**src/rtl/pms_pkg.sv**
```systemverilog
// What this block does
// RULE1: set warning flag when supply is below warning trip, including right after reset.
// RULE2: warning flag reads 1 while warning present and stays set until acknowledged.
// RULE3: writing 1 to bit 6 clears warning flag only if no warning present.
// RULE4: bit 5 picks detect trip: 0 low level, 1 high level.
// RULE5: bit 4 picks warning trip: 0 low threshold, 1 high threshold.
// RULE6: power-on reset clears all bits; other resets keep both trip selects.
// RULE7: set partial power-down flag in bit 3 on exit from partial stop.
// RULE8: writing 1 to bit 2 clears the partial power-down flag.
// RULE9: write-once bit 1 gates entry to both power-down stops.
// RULE10: write-once bit 0 picks full (0) or partial (1) power-down stop.
// RULE11: write-once bits take only the first write after reset.
// RULE12: acknowledge bits read as 0; writing 0 to them does nothing.
// RULE13: a flag set in the same cycle as its acknowledge wins over the clear.
//
// Purpose: constants and types for the power management status/control block
// Assumes: AHB-Lite register access, 32-bit data, one word per register
// Notes: register offsets are byte addresses
package pms_pkg;

    // register byte offsets
    localparam logic [7:0] PMS_OFF_CTRL = 8'h00;
    localparam logic [7:0] PMS_OFF_STAT = 8'h04;
    localparam int PMS_ADDR_W = 8;

    // control register field positions
    localparam int PMS_B_WARN_FLAG = 7;
    localparam int PMS_B_WARN_ACK = 6;
    localparam int PMS_B_DET_TRIP = 5;
    localparam int PMS_B_WARN_TRIP = 4;
    localparam int PMS_B_PPD_FLAG = 3;
    localparam int PMS_B_PPD_ACK = 2;
    localparam int PMS_B_PD_EN = 1;
    localparam int PMS_B_PD_KIND = 0;

    // status register field positions
    localparam int PMS_S_WARN_NOW = 0;
    localparam int PMS_S_ONCE_LOCK = 1;
    localparam int PMS_S_LAST_PART = 2;
    localparam int PMS_S_LAST_FULL = 3;

    // reset value of the control register
    localparam logic [7:0] PMS_CTRL_RST = 8'h00;

    // ahb transfer codes
    localparam logic [1:0] PMS_HTRANS_NONSEQ = 2'h2;
    localparam logic [1:0] PMS_HTRANS_SEQ = 2'h3;
    localparam logic PMS_HRESP_OKAY = 1'h0;

    // stored control fields
    typedef struct packed {
        logic supply_warn_flag;
        logic detect_trip_select;
        logic warn_trip_select;
        logic partial_pd_flag;
        logic powerdown_enable;
        logic powerdown_kind_select;
    } pms_ctrl_s;

    // captured address phase
    typedef struct packed {
        logic valid;
        logic write;
        logic [PMS_ADDR_W-1:0] addr;
    } pms_aphase_s;

    // bus data phase state
    typedef enum logic [1:0] {
        PMS_DP_IDLE,
        PMS_DP_WRITE,
        PMS_DP_READ_WAIT,
        PMS_DP_READ_DONE
    } pms_dphase_e;

endpackage

```
**src/rtl/pms_power_ctrl.sv**
```systemverilog
// Purpose: power management status and control register with stop gating
// Assumes: single clock, synchronous reset, ahb-lite slave, inputs synchronous
// Notes: por_i qualifies srst_i to tell power-on reset from other resets
//
// The AHB-Lite register port and the register offsets were left to the implementer.
`timescale 1ns/1ns
`default_nettype none
module pms_power_ctrl (
    // clock and reset
    input wire logic mclk_i,
    input wire logic srst_i,
    input wire logic por_i,
    // ahb-lite slave
    input wire logic hsel_i,
    input wire logic [31:0] haddr_i,
    input wire logic [1:0] htrans_i,
    input wire logic hwrite_i,
    input wire logic [2:0] hsize_i,
    input wire logic hready_i,
    input wire logic [31:0] hwdata_i,
    output logic [31:0] hrdata_o,
    output logic hreadyout_o,
    output logic hresp_o,
    // supply monitor and stop sequencing
    input wire logic undervoltage_warning_i,
    input wire logic partial_powerdown_exit_i,
    input wire logic stop_req_i,
    // control outputs
    output logic detect_trip_select_o,
    output logic warn_trip_select_o,
    output logic powerdown_enable_o,
    output logic powerdown_kind_select_o,
    output logic supply_warn_flag_o,
    output logic partial_pd_flag_o,
    output logic full_powerdown_stop_o,
    output logic partial_powerdown_stop_o,
    output logic plain_stop_o
);

    pms_pkg::pms_ctrl_s ctrl_r;
    pms_pkg::pms_aphase_s aph_r;
    pms_pkg::pms_dphase_e dph_r;
    logic once_lock_r;
    logic last_part_r;
    logic last_full_r;
    logic [31:0] hrdata_r;
    logic addr_take;
    logic wr_ctrl;
    logic [7:0] wbyte;

    // gather the readable word of a register
    function automatic logic [31:0] read_word(
        input logic [pms_pkg::PMS_ADDR_W-1:0] addr,
        input pms_pkg::pms_ctrl_s c,
        input logic warn_now,
        input logic lock,
        input logic part,
        input logic full
    );
        logic [31:0] w;
        w = 32'h0000_0000;
        if (addr == pms_pkg::PMS_OFF_CTRL) begin
            w[pms_pkg::PMS_B_WARN_FLAG] = c.supply_warn_flag;
            w[pms_pkg::PMS_B_DET_TRIP] = c.detect_trip_select;
            w[pms_pkg::PMS_B_WARN_TRIP] = c.warn_trip_select;
            w[pms_pkg::PMS_B_PPD_FLAG] = c.partial_pd_flag;
            w[pms_pkg::PMS_B_PD_EN] = c.powerdown_enable;
            w[pms_pkg::PMS_B_PD_KIND] = c.powerdown_kind_select;
        end else if (addr == pms_pkg::PMS_OFF_STAT) begin
            w[pms_pkg::PMS_S_WARN_NOW] = warn_now;
            w[pms_pkg::PMS_S_ONCE_LOCK] = lock;
            w[pms_pkg::PMS_S_LAST_PART] = part;
            w[pms_pkg::PMS_S_LAST_FULL] = full;
        end
        return w;
    endfunction

    // a transfer is taken only when selected, active and the bus is ready
    assign addr_take = hsel_i && hready_i && (htrans_i == pms_pkg::PMS_HTRANS_NONSEQ ||
        htrans_i == pms_pkg::PMS_HTRANS_SEQ);

    // address phase capture
    always_ff @(posedge mclk_i) begin
        if (srst_i) begin
            aph_r <= '0;
        end else if (hready_i) begin
            aph_r.valid <= addr_take;
            aph_r.write <= hwrite_i;
            aph_r.addr <= haddr_i[pms_pkg::PMS_ADDR_W-1:0];
        end
    end

    // data phase sequencing; reads take one wait so the last write is seen
    always_ff @(posedge mclk_i) begin
        if (srst_i) begin
            dph_r <= pms_pkg::PMS_DP_IDLE;
        end else begin
            case (dph_r)
                pms_pkg::PMS_DP_READ_WAIT: begin
                    dph_r <= pms_pkg::PMS_DP_READ_DONE;
                end
                default: begin
                    if (addr_take && hwrite_i) begin
                        dph_r <= pms_pkg::PMS_DP_WRITE;
                    end else if (addr_take) begin
                        dph_r <= pms_pkg::PMS_DP_READ_WAIT;
                    end else begin
                        dph_r <= pms_pkg::PMS_DP_IDLE;
                    end
                end
            endcase
        end
    end

    // bus answers
    assign hreadyout_o = (dph_r != pms_pkg::PMS_DP_READ_WAIT);
    assign hresp_o = pms_pkg::PMS_HRESP_OKAY;
    assign hrdata_o = hrdata_r;

    // read data latched in the wait cycle; unmapped offsets read zero
    always_ff @(posedge mclk_i) begin
        if (srst_i) begin
            hrdata_r <= 32'h0000_0000;
        end else if (dph_r == pms_pkg::PMS_DP_READ_WAIT) begin
            hrdata_r <= read_word(aph_r.addr, ctrl_r, undervoltage_warning_i,
                once_lock_r, last_part_r, last_full_r); // [RULE12]
        end
    end

    // write strobe to the control register; hsize is ignored, whole word only
    assign wr_ctrl = (dph_r == pms_pkg::PMS_DP_WRITE) &&
        (aph_r.addr == pms_pkg::PMS_OFF_CTRL);
    assign wbyte = hwdata_i[7:0];

    // sticky warning flag: the live condition outranks the acknowledge
    always_ff @(posedge mclk_i) begin
        if (srst_i) begin
            ctrl_r.supply_warn_flag <= 1'h0; // [RULE6]
        end else if (undervoltage_warning_i) begin
            ctrl_r.supply_warn_flag <= 1'h1; // [RULE1] [RULE2] [RULE13]
        end else if (wr_ctrl && wbyte[pms_pkg::PMS_B_WARN_ACK]) begin
            ctrl_r.supply_warn_flag <= 1'h0; // [RULE3] [RULE12]
        end
    end

    // trip selects survive every reset except power-on
    always_ff @(posedge mclk_i) begin
        if (srst_i) begin
            if (por_i) begin
                ctrl_r.detect_trip_select <= 1'h0; // [RULE6]
                ctrl_r.warn_trip_select <= 1'h0; // [RULE6]
            end
        end else if (wr_ctrl) begin
            ctrl_r.detect_trip_select <= wbyte[pms_pkg::PMS_B_DET_TRIP]; // [RULE4]
            ctrl_r.warn_trip_select <= wbyte[pms_pkg::PMS_B_WARN_TRIP]; // [RULE5]
        end
    end

    // partial power-down flag: exit event outranks the acknowledge
    always_ff @(posedge mclk_i) begin
        if (srst_i) begin
            ctrl_r.partial_pd_flag <= 1'h0; // [RULE6]
        end else if (partial_powerdown_exit_i) begin
            ctrl_r.partial_pd_flag <= 1'h1; // [RULE7] [RULE13]
        end else if (wr_ctrl && wbyte[pms_pkg::PMS_B_PPD_ACK]) begin
            ctrl_r.partial_pd_flag <= 1'h0; // [RULE8] [RULE12]
        end
    end

    // write-once power-down bits; one lock covers both since they share a write
    always_ff @(posedge mclk_i) begin
        if (srst_i) begin
            ctrl_r.powerdown_enable <= 1'h0; // [RULE6]
            ctrl_r.powerdown_kind_select <= 1'h0;
            once_lock_r <= 1'h0;
        end else if (wr_ctrl && !once_lock_r) begin
            ctrl_r.powerdown_enable <= wbyte[pms_pkg::PMS_B_PD_EN]; // [RULE9]
            ctrl_r.powerdown_kind_select <= wbyte[pms_pkg::PMS_B_PD_KIND]; // [RULE10]
            once_lock_r <= 1'h1; // [RULE11]
        end
    end

    // stop request steering: request registered for one cycle and sent to the chosen stop kind
    always_ff @(posedge mclk_i) begin
        if (srst_i) begin
            full_powerdown_stop_o <= 1'h0;
            partial_powerdown_stop_o <= 1'h0;
            plain_stop_o <= 1'h0;
        end else begin
            full_powerdown_stop_o <= stop_req_i && ctrl_r.powerdown_enable &&
                !ctrl_r.powerdown_kind_select; // [RULE9] [RULE10]
            partial_powerdown_stop_o <= stop_req_i && ctrl_r.powerdown_enable &&
                ctrl_r.powerdown_kind_select; // [RULE9] [RULE10]
            plain_stop_o <= stop_req_i && !ctrl_r.powerdown_enable; // [RULE9]
        end
    end

    // remember which kind of power-down stop was last entered
    always_ff @(posedge mclk_i) begin
        if (srst_i) begin
            last_part_r <= 1'h0;
            last_full_r <= 1'h0;
        end else if (stop_req_i && ctrl_r.powerdown_enable) begin
            last_part_r <= ctrl_r.powerdown_kind_select;
            last_full_r <= !ctrl_r.powerdown_kind_select;
        end
    end

    // register fields straight to the analog and sequencer side
    assign detect_trip_select_o = ctrl_r.detect_trip_select;
    assign warn_trip_select_o = ctrl_r.warn_trip_select;
    assign powerdown_enable_o = ctrl_r.powerdown_enable;
    assign powerdown_kind_select_o = ctrl_r.powerdown_kind_select;
    assign supply_warn_flag_o = ctrl_r.supply_warn_flag;
    assign partial_pd_flag_o = ctrl_r.partial_pd_flag;

endmodule
`default_nettype wire

```
**config.mk**
```make
export PLATFORM = sky130hd
export DESIGN_NAME = pms_power_ctrl
export DESIGN_NICKNAME = d
export VERILOG_FILES = /design/src/rtl/pms_pkg.sv /design/src/rtl/pms_power_ctrl.sv
export SDC_FILE = /design/constraint.sdc
export NUM_CORES = 1
export LEC_CHECK = 0
export ABC_AREA = 1
export BUFFER_PORTS_ARGS = -buffer_cell sky130_fd_sc_hd__buf_2
export CAP_MARGIN = 30
export CORE_MARGIN = 1.5
export CORE_UTILIZATION = 40
export DETAILED_ROUTE_END_ITERATION = 10
export PLACE_DENSITY = 0.93
export RECOVER_POWER = 50
export REMOVE_ABC_BUFFERS = 1
export SETUP_SLACK_MARGIN = 0.5
export SKIP_LAST_GASP = 1
export SYNTH_ARGS = -nofsm -noshare
export SYNTH_HDL_FRONTEND = slang
export SYNTH_SLANG_ARGS = --single-unit
```
**constraint.sdc**
```tcl
create_clock -name mclk_i -period 2.87 [get_ports mclk_i]
set_input_delay 0.1435 -clock mclk_i [delete_from_list [all_inputs] [get_ports mclk_i]]
set_output_delay 0.1435 -clock mclk_i [all_outputs]
set_load 0.02 [all_outputs]
```
# ---- Word-level counts from Yosys, hierarchy flattened
# Cells that the tools add are included.
dict set report totals {
  reg_bits 29
  latchBits 0
  ram_bits 0
  mem_bits_ro 0
  input_bits 78
  out_inout_bits 43
  word_cells 58
  memories 0
}
dict set report op_classes {
  add_sub_neg 0
  n_mul 0
  n_div 0
  n_lt_le_gt_ge 0
  eq_ne 7
  n_shift 0
  mux 16
  n_bitwise 0
  n_reduce_logical 20
}
# cell n
set op_table {}
lappend op_table {{two-way mux 2 bit} 8}
lappend op_table {{logical AND 1 bit} 11}
lappend op_table {{equality test 8 x 3 -> 1 bit, second input constant} 1}
lappend op_table {{logical NOT 8 bit} 1}
lappend op_table {{two-way mux 1 bit} 7}
lappend op_table {{equality test 2 bit, second input constant} 3}
lappend op_table {{nonzero test 2 bit} 3}
lappend op_table {{two-way mux 4 bit} 1}
lappend op_table {{logical NOT 1 bit} 3}
lappend op_table {{equality test 2 x 1 -> 1 bit, second input constant} 1}
lappend op_table {{!= test 2 x 1 -> 1 bit, second input constant} 1}
lappend op_table {{!= test 2 bit, second input constant} 1}
lappend op_table {{AND reduction 2 bit} 1}
lappend op_table {{logical OR 1 bit} 1}

# ---- Depth between registers and ports, before layout
# Gate-level depths: netlist (run 1).
dict set report depth {
  word_depth 6
  mapped_depth 7
}

# ---- Worst setup path after synthesis (run 1)
# No wires, ideal clock.
dict set report synth_path {
  path_type {reg2reg}
  startpoint {register aph_r[6] (netlist name)}
  endpoint {register ctrl_r (netlist bit detect_trip_select_o) (enable)}
  arrival_time_ps 832
  setup_slack_ps 1741
  path_stages_with_launch 6
  n_path_buf 0
  period_less_slack_ps 1129
  cell_sequence {dfxtp_1 nor2_2 nand2_2 nor2_8 nand3_1 nand2_1}
}
dict set report synth_via {
  elab_chain_cells 4
}
# item line
set synth_lines {}
lappend synth_lines {{start, declared} pms_power_ctrl.sv:41} ;# pms_pkg::pms_aphase_s aph_r;
lappend synth_lines {{logical NOT 8 bit} pms_power_ctrl.sv:132} ;# (aph_r.addr == pms_pkg::PMS_OFF_CTRL);
lappend synth_lines {{logical AND 1 bit} pms_power_ctrl.sv:131} ;# assign wr_ctrl = (dph_r == pms_pkg::PMS_DP_WRITE) &&
lappend synth_lines {{nonzero test 2 bit (no source line)} n/a}
lappend synth_lines {{AND reduction 2 bit (no source line)} n/a}
lappend synth_lines {{end, declared} pms_power_ctrl.sv:40} ;# pms_pkg::pms_ctrl_s ctrl_r;
# No other way between the ends.
# A chain may end at the register's enable or synchronous reset.

# ---- Worst setup path in the final report (run 1)
dict set report layout_path {
  startpoint {register dph_r[1]}
  endpoint {output hreadyout_o}
}
dict set report layout_via {
  elab_chain_cells 1
}
# item line
set layout_lines {}
lappend layout_lines {{start, declared} pms_power_ctrl.sv:42} ;# pms_pkg::pms_dphase_e dph_r;
lappend layout_lines {{start signal, assigned} pms_power_ctrl.sv:96} ;# dph_r <= pms_pkg::PMS_DP_IDLE;
lappend layout_lines {{start signal, assigned} pms_power_ctrl.sv:100} ;# dph_r <= pms_pkg::PMS_DP_READ_DONE;
lappend layout_lines {{start signal, assigned} pms_power_ctrl.sv:104} ;# dph_r <= pms_pkg::PMS_DP_WRITE;
lappend layout_lines {{!= test 2 bit} pms_power_ctrl.sv:116} ;# assign hreadyout_o = (dph_r != pms_pkg::PMS_DP_READ_WAIT);
lappend layout_lines {{end, declared} pms_power_ctrl.sv:22} ;# output logic hreadyout_o,
# No other way between the ends.

==> Flow_metrics.wiki, run 1 <==
{| class="wikitable"
! Metric !! Value
|-
| Gate count of the mapped netlist || 174
|-
| WP data required || 2730 ps
|-
| Average routed wire per standard cell || 9.65 microns
|-
| Area of the multi-input gates || 557 sq um
|-
| Global route total overflow || 0
|-
| Largest net degree at the start of global routing || 17
|-
| TritonCTS clock tree || done
|-
| Result of the run || complete, no violations
|-
| Clock latency at the later pin of the worst-skew pair || 340 ps
|-
| Sum of negative setup slack || 0 ps
|-
| Number of nets with antenna violations after routing || 0
|-
| Deepest level of the CTS H-tree || 2
|-
| Total number of nets in the final design || 293
|-
| Detailed-placement wirelength estimate || 1830 microns
|-
| Flip-flop count of the largest register after layout || 8
|-
| Worst path cell trace || inv_1, nor2_2, inv_1, buf_2
|-
| Buffers on Ports || 40
|-
| Clock period minus final worst setup slack || 1650 ps
|-
| Synth top area cells || dfxtp_1 40%, buf_4 14%, nor2_1 8.3%, nand2_1 6.4%, edfxtp_1 4.4%
|-
| Number of instances resized during post-cts repair || 0
|-
| Count of vias placed by the detailed router || 1,107
|-
| Max-cap violations || 0
|-
| Longest individual stage delay on the worst path || 420 ps
|-
| Combined global-route utilization of all metal layers || 14.4%
|-
| Highest fanout seen on the critical path || 14
|-
| Fin cells || 260
|-
| Vias in the first global route || 921
|-
| Arrival time of data at the critical path endpoint || 1500 ps
|-
| Final-layout worst hold slack || 26.1 ps
|-
| Slew at the pin closest to its max-slew limit || 687 ps
|-
| Power Density || 547 nW/um^2
|-
| Synth-to-Final Area Change || 13.4%
|-
| Area used by sequential logic in the layout || 601 sq um
|-
| Relative slew margins || 54.2%
|-
| Vias per Instance || 4.26
|-
| Pre-CTS setup slack || 1570 ps
|-
| Initial cell density of the core || 43.2%
|-
| Clock edge transition at the registers on the reported setup and hold paths || 90 ps
|-
| Crit path top cell by count || inv_1
|-
| Warnings, synthesis || 0
|-
| Leakage power total || 0.748 nW
|-
| Num rows || 20
|-
| Path category of the worst min-delay check || in2reg
|-
| Wire length of the first global-routing pass || 3770 microns
|-
| Launching element type of the critical path || flip-flop
|-
| Core ar. || 3130 sq um
|-
| Share of the core filled with cells in the final layout || 49.0%
|-
| Final period util || 57.3%
|-
| Sequential-to-total area share from yosys stat || 44.4%
|-
| Die area || 3740 sq um
|-
| Clock Sink Count || 29
|-
| Synth cell types || 21
|-
| Y dimension of the die || 61.2 microns
|-
| Cts hold-fix bufs || 0
|-
| Number of max-slew violations in the final report || 0
|-
| Maximum achievable frequency || 608 MHz
|-
| Average footprint of a synthesized cell || 7.77 sq um
|-
| Final hold viol count || 0
|-
| Die Wd || 61.2 microns
|-
| RSZ-0062 raised after global routing || no
|-
| Diode insertion count for antenna repair || 0
|-
| Number of design rule violations left after detail routing || 0
|-
| Slowest-stage cell, CP || nor2_2
|-
| Sum of routed wire length over all layers || 2510 microns
|-
| Setup ws final || 1220 ps
|-
| Top-level port count || 121
|-
| Number of antenna violations at the first check in global routing || 0
|-
| Iteration count of the initial detailed-routing pass || 4
|-
| Max Buffers Root-to-Sink || 2
|-
| Starting DRT DRC Count || 25
|-
| Number of buffers added by the clock tree synthesis step || 5
|-
| Fraction of layout cells with a size suffix above 1 || 22.2%
|-
| Root Buffer Master || clkbuf_4
|-
| Last weighted congestion value of the routability-driven placer || 0.720
|-
| Largest area contributor in the synthesized netlist || dfxtp_1
|-
| Fraction of synthesized cell area taken by the top area cell type || 40.0%
|-
| # fillers || 336
|-
| Biggest register || aph_r
|-
| Final setup violation count || 0
|-
| Layout Skew || 4.37 ps
|-
| Critical Path End Type || primary output
|-
| Setup Crit Path Kind || reg2out
|-
| Post-synthesis instance area || 1350 sq um
|-
| Maximum ir drop on the vdd rail || 217 uV
|-
| Dpl cells || 252
|-
| Post-CTS setup repair buffer count || 0
|-
| FF+latch count, synth || 29
|}
-- power by group --
group | internal [mW] | switching (mW) | total [mW]
logic | 0.0331 | 0.0874 | 0.120
registers | 0.424 | 0.00958 | 0.434
clock network | 0.142 | 0.143 | 0.284
total | 0.599 | 0.240 | 0.838
-- final timing paths --
kind                                  start                  to  slack (ps)  cells past startpoint
worst max-delay path               dph_r[1]         hreadyout_o        1220                      4
worst min register to register  hrdata_o[2]         hrdata_o[2]         470                      2
worst min-delay path             haddr_i[5]            aph_r[5]          30                      3
worst max register to register     dph_r[0]  warn_trip_select_o        1600                      4
-- cells by family (layout without fill, tap and decap cells) --
kind of cell    after synthesis  count (layout)  share of synthesized area, %
compound gates               23              23                          9.07
buf+inv                      48              65                          21.4
flops                        29              29                          44.4
other cells                   1              26                         0.277
simple gates                 73              73                          24.9
-- layout by cell type, fill, tap and decap left out --
cell type / netlist / final
nand4_1: 2 / 2
dfxtp_1: 27 / 27
clkinv_2: 0 / 1
edfxtp_1: 2 / 2
inv_1: 16 / 16
clkinv_1: 1 / 1
nor2_1: 30 / 30
clkbuf_1: 1 / 10
conb_1: 1 / 26
o21ai_0: 11 / 11
nor2_2: 4 / 4
nand2_2: 2 / 2
nand2_1: 23 / 23
nor2_8: 1 / 1
buf_2: 3 / 30
a31o_2: 2 / 2
clkbuf_4: 0 / 5
clkbuf_8: 0 / 2
a21oi_1: 10 / 10
nand3_4: 1 / 1
nand3_1: 8 / 8
nor3_1: 2 / 2
-- Yosys cell counts --
library cell and count:
clkinv_1 1, conb_1 1, nor2_2 4, inv_1 16, o21ai_0 11, a21oi_1 10, nand3_1 8, nor2_8 1
nand2_1 23, buf_4 26, buf_2 3, nor3_1 2, nand2_2 2, nand4_1 2, clkbuf_1 1, edfxtp_1 2
a31o_2 2, nor2_1 30, nand3_4 1, dfxtp_1 27, buf_6 1
-- final cells by class --
type,count,share of cell area [%]
clock buffer,7,4.24
clock inverter,1,0.326
inverter,17,4.16
multi-input combinational,122,36.3
sequential,29,39.2
tap,44,3.59
timing repair buffer,40,12.2
-- critical path: cells and delay by family, from the launching register on --
kind	cells	cell delay, ps
flops	1	330
simple gates	1	420
buf+inv	3	420
-- through the flow --
step	instance area (sq um)	power (mW)
3_5_place_dp	1480	0.565
5_1_grt	1530	0.885
4_1_cts	1550	0.849
6_report	1530	0.838
3_3_place_gp	1480	0.561
2_1_floorplan	1220	0.526
-- metal layers --
layer	part of all wire, %	global-route usage [%]	up-vias
li1	-	-	573
met1	45	15.3	489
met2	46	23.4	41
met3	7.7	7.77	4
met4	1.4	6.52	0
met5	0	0	-
Note: power is estimated with default switching activity, not from simulation.
==> run 2: changes to the inputs <==
- CORE_UTILIZATION: 40 -> 37
- PLACE_DENSITY: 0.93 -> 0.87
- clock period: 2.87 -> 1.7 ns (I/O delays scaled with it)
==> Flow_metrics.wiki, run 2 (synthesized netlist as in run 1, its figures left out) <==
{| class="wikitable"
! Metric !! Value
|-
| Result of the run || complete, no violations
|-
| Maximum achievable frequency || 848 MHz
|-
| Flip-flop count of the largest register after layout || 8 (unchanged)
|-
| Synth-to-Final Area Change || 26.8%
|-
| Sum of routed wire length over all layers || 2910 microns (+16%)
|-
| Combined global-route utilization of all metal layers || 15.3% (+0.91 points)
|-
| Setup ws final || 521 ps (-703 ps)
|-
| Average routed wire per standard cell || 10.3 microns (+7.2%)
|-
| Slowest-stage cell, CP || dfxtp_1
|-
| Number of nets with antenna violations after routing || 0 (unchanged)
|-
| TritonCTS clock tree || done
|-
| Power Density || 822 nW/um^2 (+50%)
|-
| Launching element type of the critical path || flip-flop
|-
| Global route total overflow || 0 (unchanged)
|-
| Setup Crit Path Kind || reg2out
|-
| Path category of the worst min-delay check || in2reg
|-
| Final setup violation count || 0 (unchanged)
|-
| Die Wd || 63.5 microns (+3.8%)
|-
| Max-cap violations || 0 (unchanged)
|-
| WP data required || 1620 ps (-1110 ps)
|-
| Clock latency at the later pin of the worst-skew pair || 320 ps (-20 ps)
|-
| Worst path cell trace || inv_1, nor2_1, inv_1, buf_4
|-
| Arrival time of data at the critical path endpoint || 1090 ps (-410 ps)
|-
| Number of antenna violations at the first check in global routing || 0 (unchanged)
|-
| Biggest register || aph_r
|-
| Deepest level of the CTS H-tree || 2 (unchanged)
|-
| Number of buffers added by the clock tree synthesis step || 5 (unchanged)
|-
| Vias per Instance || 4.27 (+0.22%)
|-
| Sum of negative setup slack || 0 ps (unchanged)
|-
| Core ar. || 3420 sq um (+9.2%)
|-
| Starting DRT DRC Count || 30 (+20%)
|-
| Clock Sink Count || 29 (unchanged)
|-
| Commonest non-fill, non-tap cell in the layout || nor2_1
|-
| Final hold viol count || 0 (unchanged)
|-
| Clock period minus final worst setup slack || 1180 ps
|-
| Pre-CTS setup slack || 476 ps (-1100 ps)
|-
| Initial cell density of the core || 39.6% (-3.6 points)
|-
| Most frequent cells in the layout || 30 x nor2_1, 28 x buf_2, 26 x conb_1
|-
| Relative slew margins || 58.0% (+3.8 points)
|-
| Maximum ir drop on the vdd rail || 509 uV (+130%)
|-
| Number of design rule violations left after detail routing || 0 (unchanged)
|-
| Leakage power total || 0.831 nW (+11%)
|-
| Iteration count of the initial detailed-routing pass || 4 (unchanged)
|-
| Y dimension of the die || 63.5 microns (+3.8%)
|-
| RSZ-0062 raised after global routing || yes
|-
| Fin cells || 281 (+8.1%)
|-
| Longest individual stage delay on the worst path || 330 ps (-90 ps)
|-
| Final period util || 69.3%
|-
| Slew at the pin closest to its max-slew limit || 630 ps (-56.6 ps)
|-
| Top-level port count || 121 (unchanged)
|-
| Number of max-slew violations in the final report || 0 (unchanged)
|-
| Detailed-placement wirelength estimate || 1930 microns (+5.7%)
|-
| Layout Skew || 6.16 ps (+1.79 ps)
|-
| Dpl cells || 258 (+2.4%)
|-
| Fraction of layout cells with a size suffix above 1 || 23.4% (+1.2 points)
|-
| Clock edge transition at the registers on the reported setup and hold paths || 90 ps (about the same)
|-
| Highest fanout seen on the critical path || 4 (-10)
|-
| Largest net degree at the start of global routing || 16 (-1)
|-
| Num rows || 21 (+5.0%)
|-
| Wire length of the first global-routing pass || 4770 microns (+27%)
|-
| Max Buffers Root-to-Sink || 2 (unchanged)
|-
| Root Buffer Master || clkbuf_4
|-
| Crit path top cell by count || inv_1
|-
| Total number of nets in the final design || 312 (+6.5%)
|-
| Last weighted congestion value of the routability-driven placer || 0.785 (+9.0%)
|-
| Vias in the first global route || 1,082 (+17%)
|-
| Buffers on Ports || 40 (unchanged)
|-
| Die area || 4030 sq um (+7.7%)
|-
| Critical Path End Type || primary output
|-
| Diode insertion count for antenna repair || 0 (unchanged)
|-
| Count of vias placed by the detailed router || 1,199 (+8.3%)
|}
## run 2: cell types whose count changed in the layout (fill, tap and decap cells not counted), moves of 2 or more
cell | previous run | this run
buf_4 | 0 | 7
nor2_2 | 4 | 2
dfxtp_2 | 0 | 3
dlygate4sd3_1 | 0 | 11
clkbuf_1 | 10 | 14
buf_2 | 30 | 28
nor2_4 | 0 | 2
dfxtp_1 | 27 | 24
## run 2: path summary, 6_finish.rpt
path | from | to | slack (ps) | cells after the start
worst min register to register | hrdata_o[2] | hrdata_o[2] | 480 | 2
worst max-delay path | dph_r[1] | hreadyout_o | 520 | 4
worst min-delay path | haddr_i[5] | aph_r[5] | 40 | 3
worst max register to register | aph_r[5] | detect_trip_select_o | 530 | 5
## run 2: area by class of cell
type,instances,area (sq um)
Fill cell,345,1700
Sequential cell,29,604
Multi-Input combinational cell,122,572
Timing Repair Buffer,59,359
Inverter,17,63.8
Clock buffer,8,58.8
Tap cell,46,57.6
## run 2: repair_timing
item,in CTS,in global routing
gates cloned,0,0
endpoints found under the setup margin,3,9
buffers inserted,4,0
hold buffers,11,0
endpoints found under the hold margin,11,0
pin swaps,5,5
gates resized for setup,1,10
## run 2: worst max-delay path, delay by kind of cell (launching register included)
kind                   cells  cell delay [ps]
DFF                        1              330
buffers and inverters      3              310
and+or+nand+nor            1              130
## run 2: metal layers
metal / up-vias / GRT usage [%] / wire length (microns)
li1: 614 / - / -
met1: 535 / 16.8 / 1240
met2: 44 / 26.1 / 1430
met3: 6 / 6.43 / 186
met4: 0 / 5.71 / 43
met5: - / 0 / 0
## run 2: power breakdown
| part | leakage [nW] | internal (mW) | switching, mW |
|---|---|---|---|
| registers | 0.241 | 0.717 | 0.0189 |
| logic | 0.557 | 0.0886 | 0.160 |
| clock network | 0.0326 | 0.204 | 0.222 |
| total | 0.831 | 1.01 | 0.401 |
## run 2: through the flow
| stage | power (mW) | hold slack (ps) | util [%] | cell area [sq um] |
|---|---|---|---|---|
| after detailed placement | 0.959 | 313 | 44.2 | 1510 |
| final | 1.41 | 37.6 | 50.2 | 1720 |
| after floorplan | 0.888 | 154 | - | 1220 |
| after global placement | 0.955 | 309 | 44.2 | 1510 |
| after global routing | 1.48 | 26.9 | 50.2 | 1720 |
| after CTS | 1.42 | 24.3 | 50.1 | 1710 |
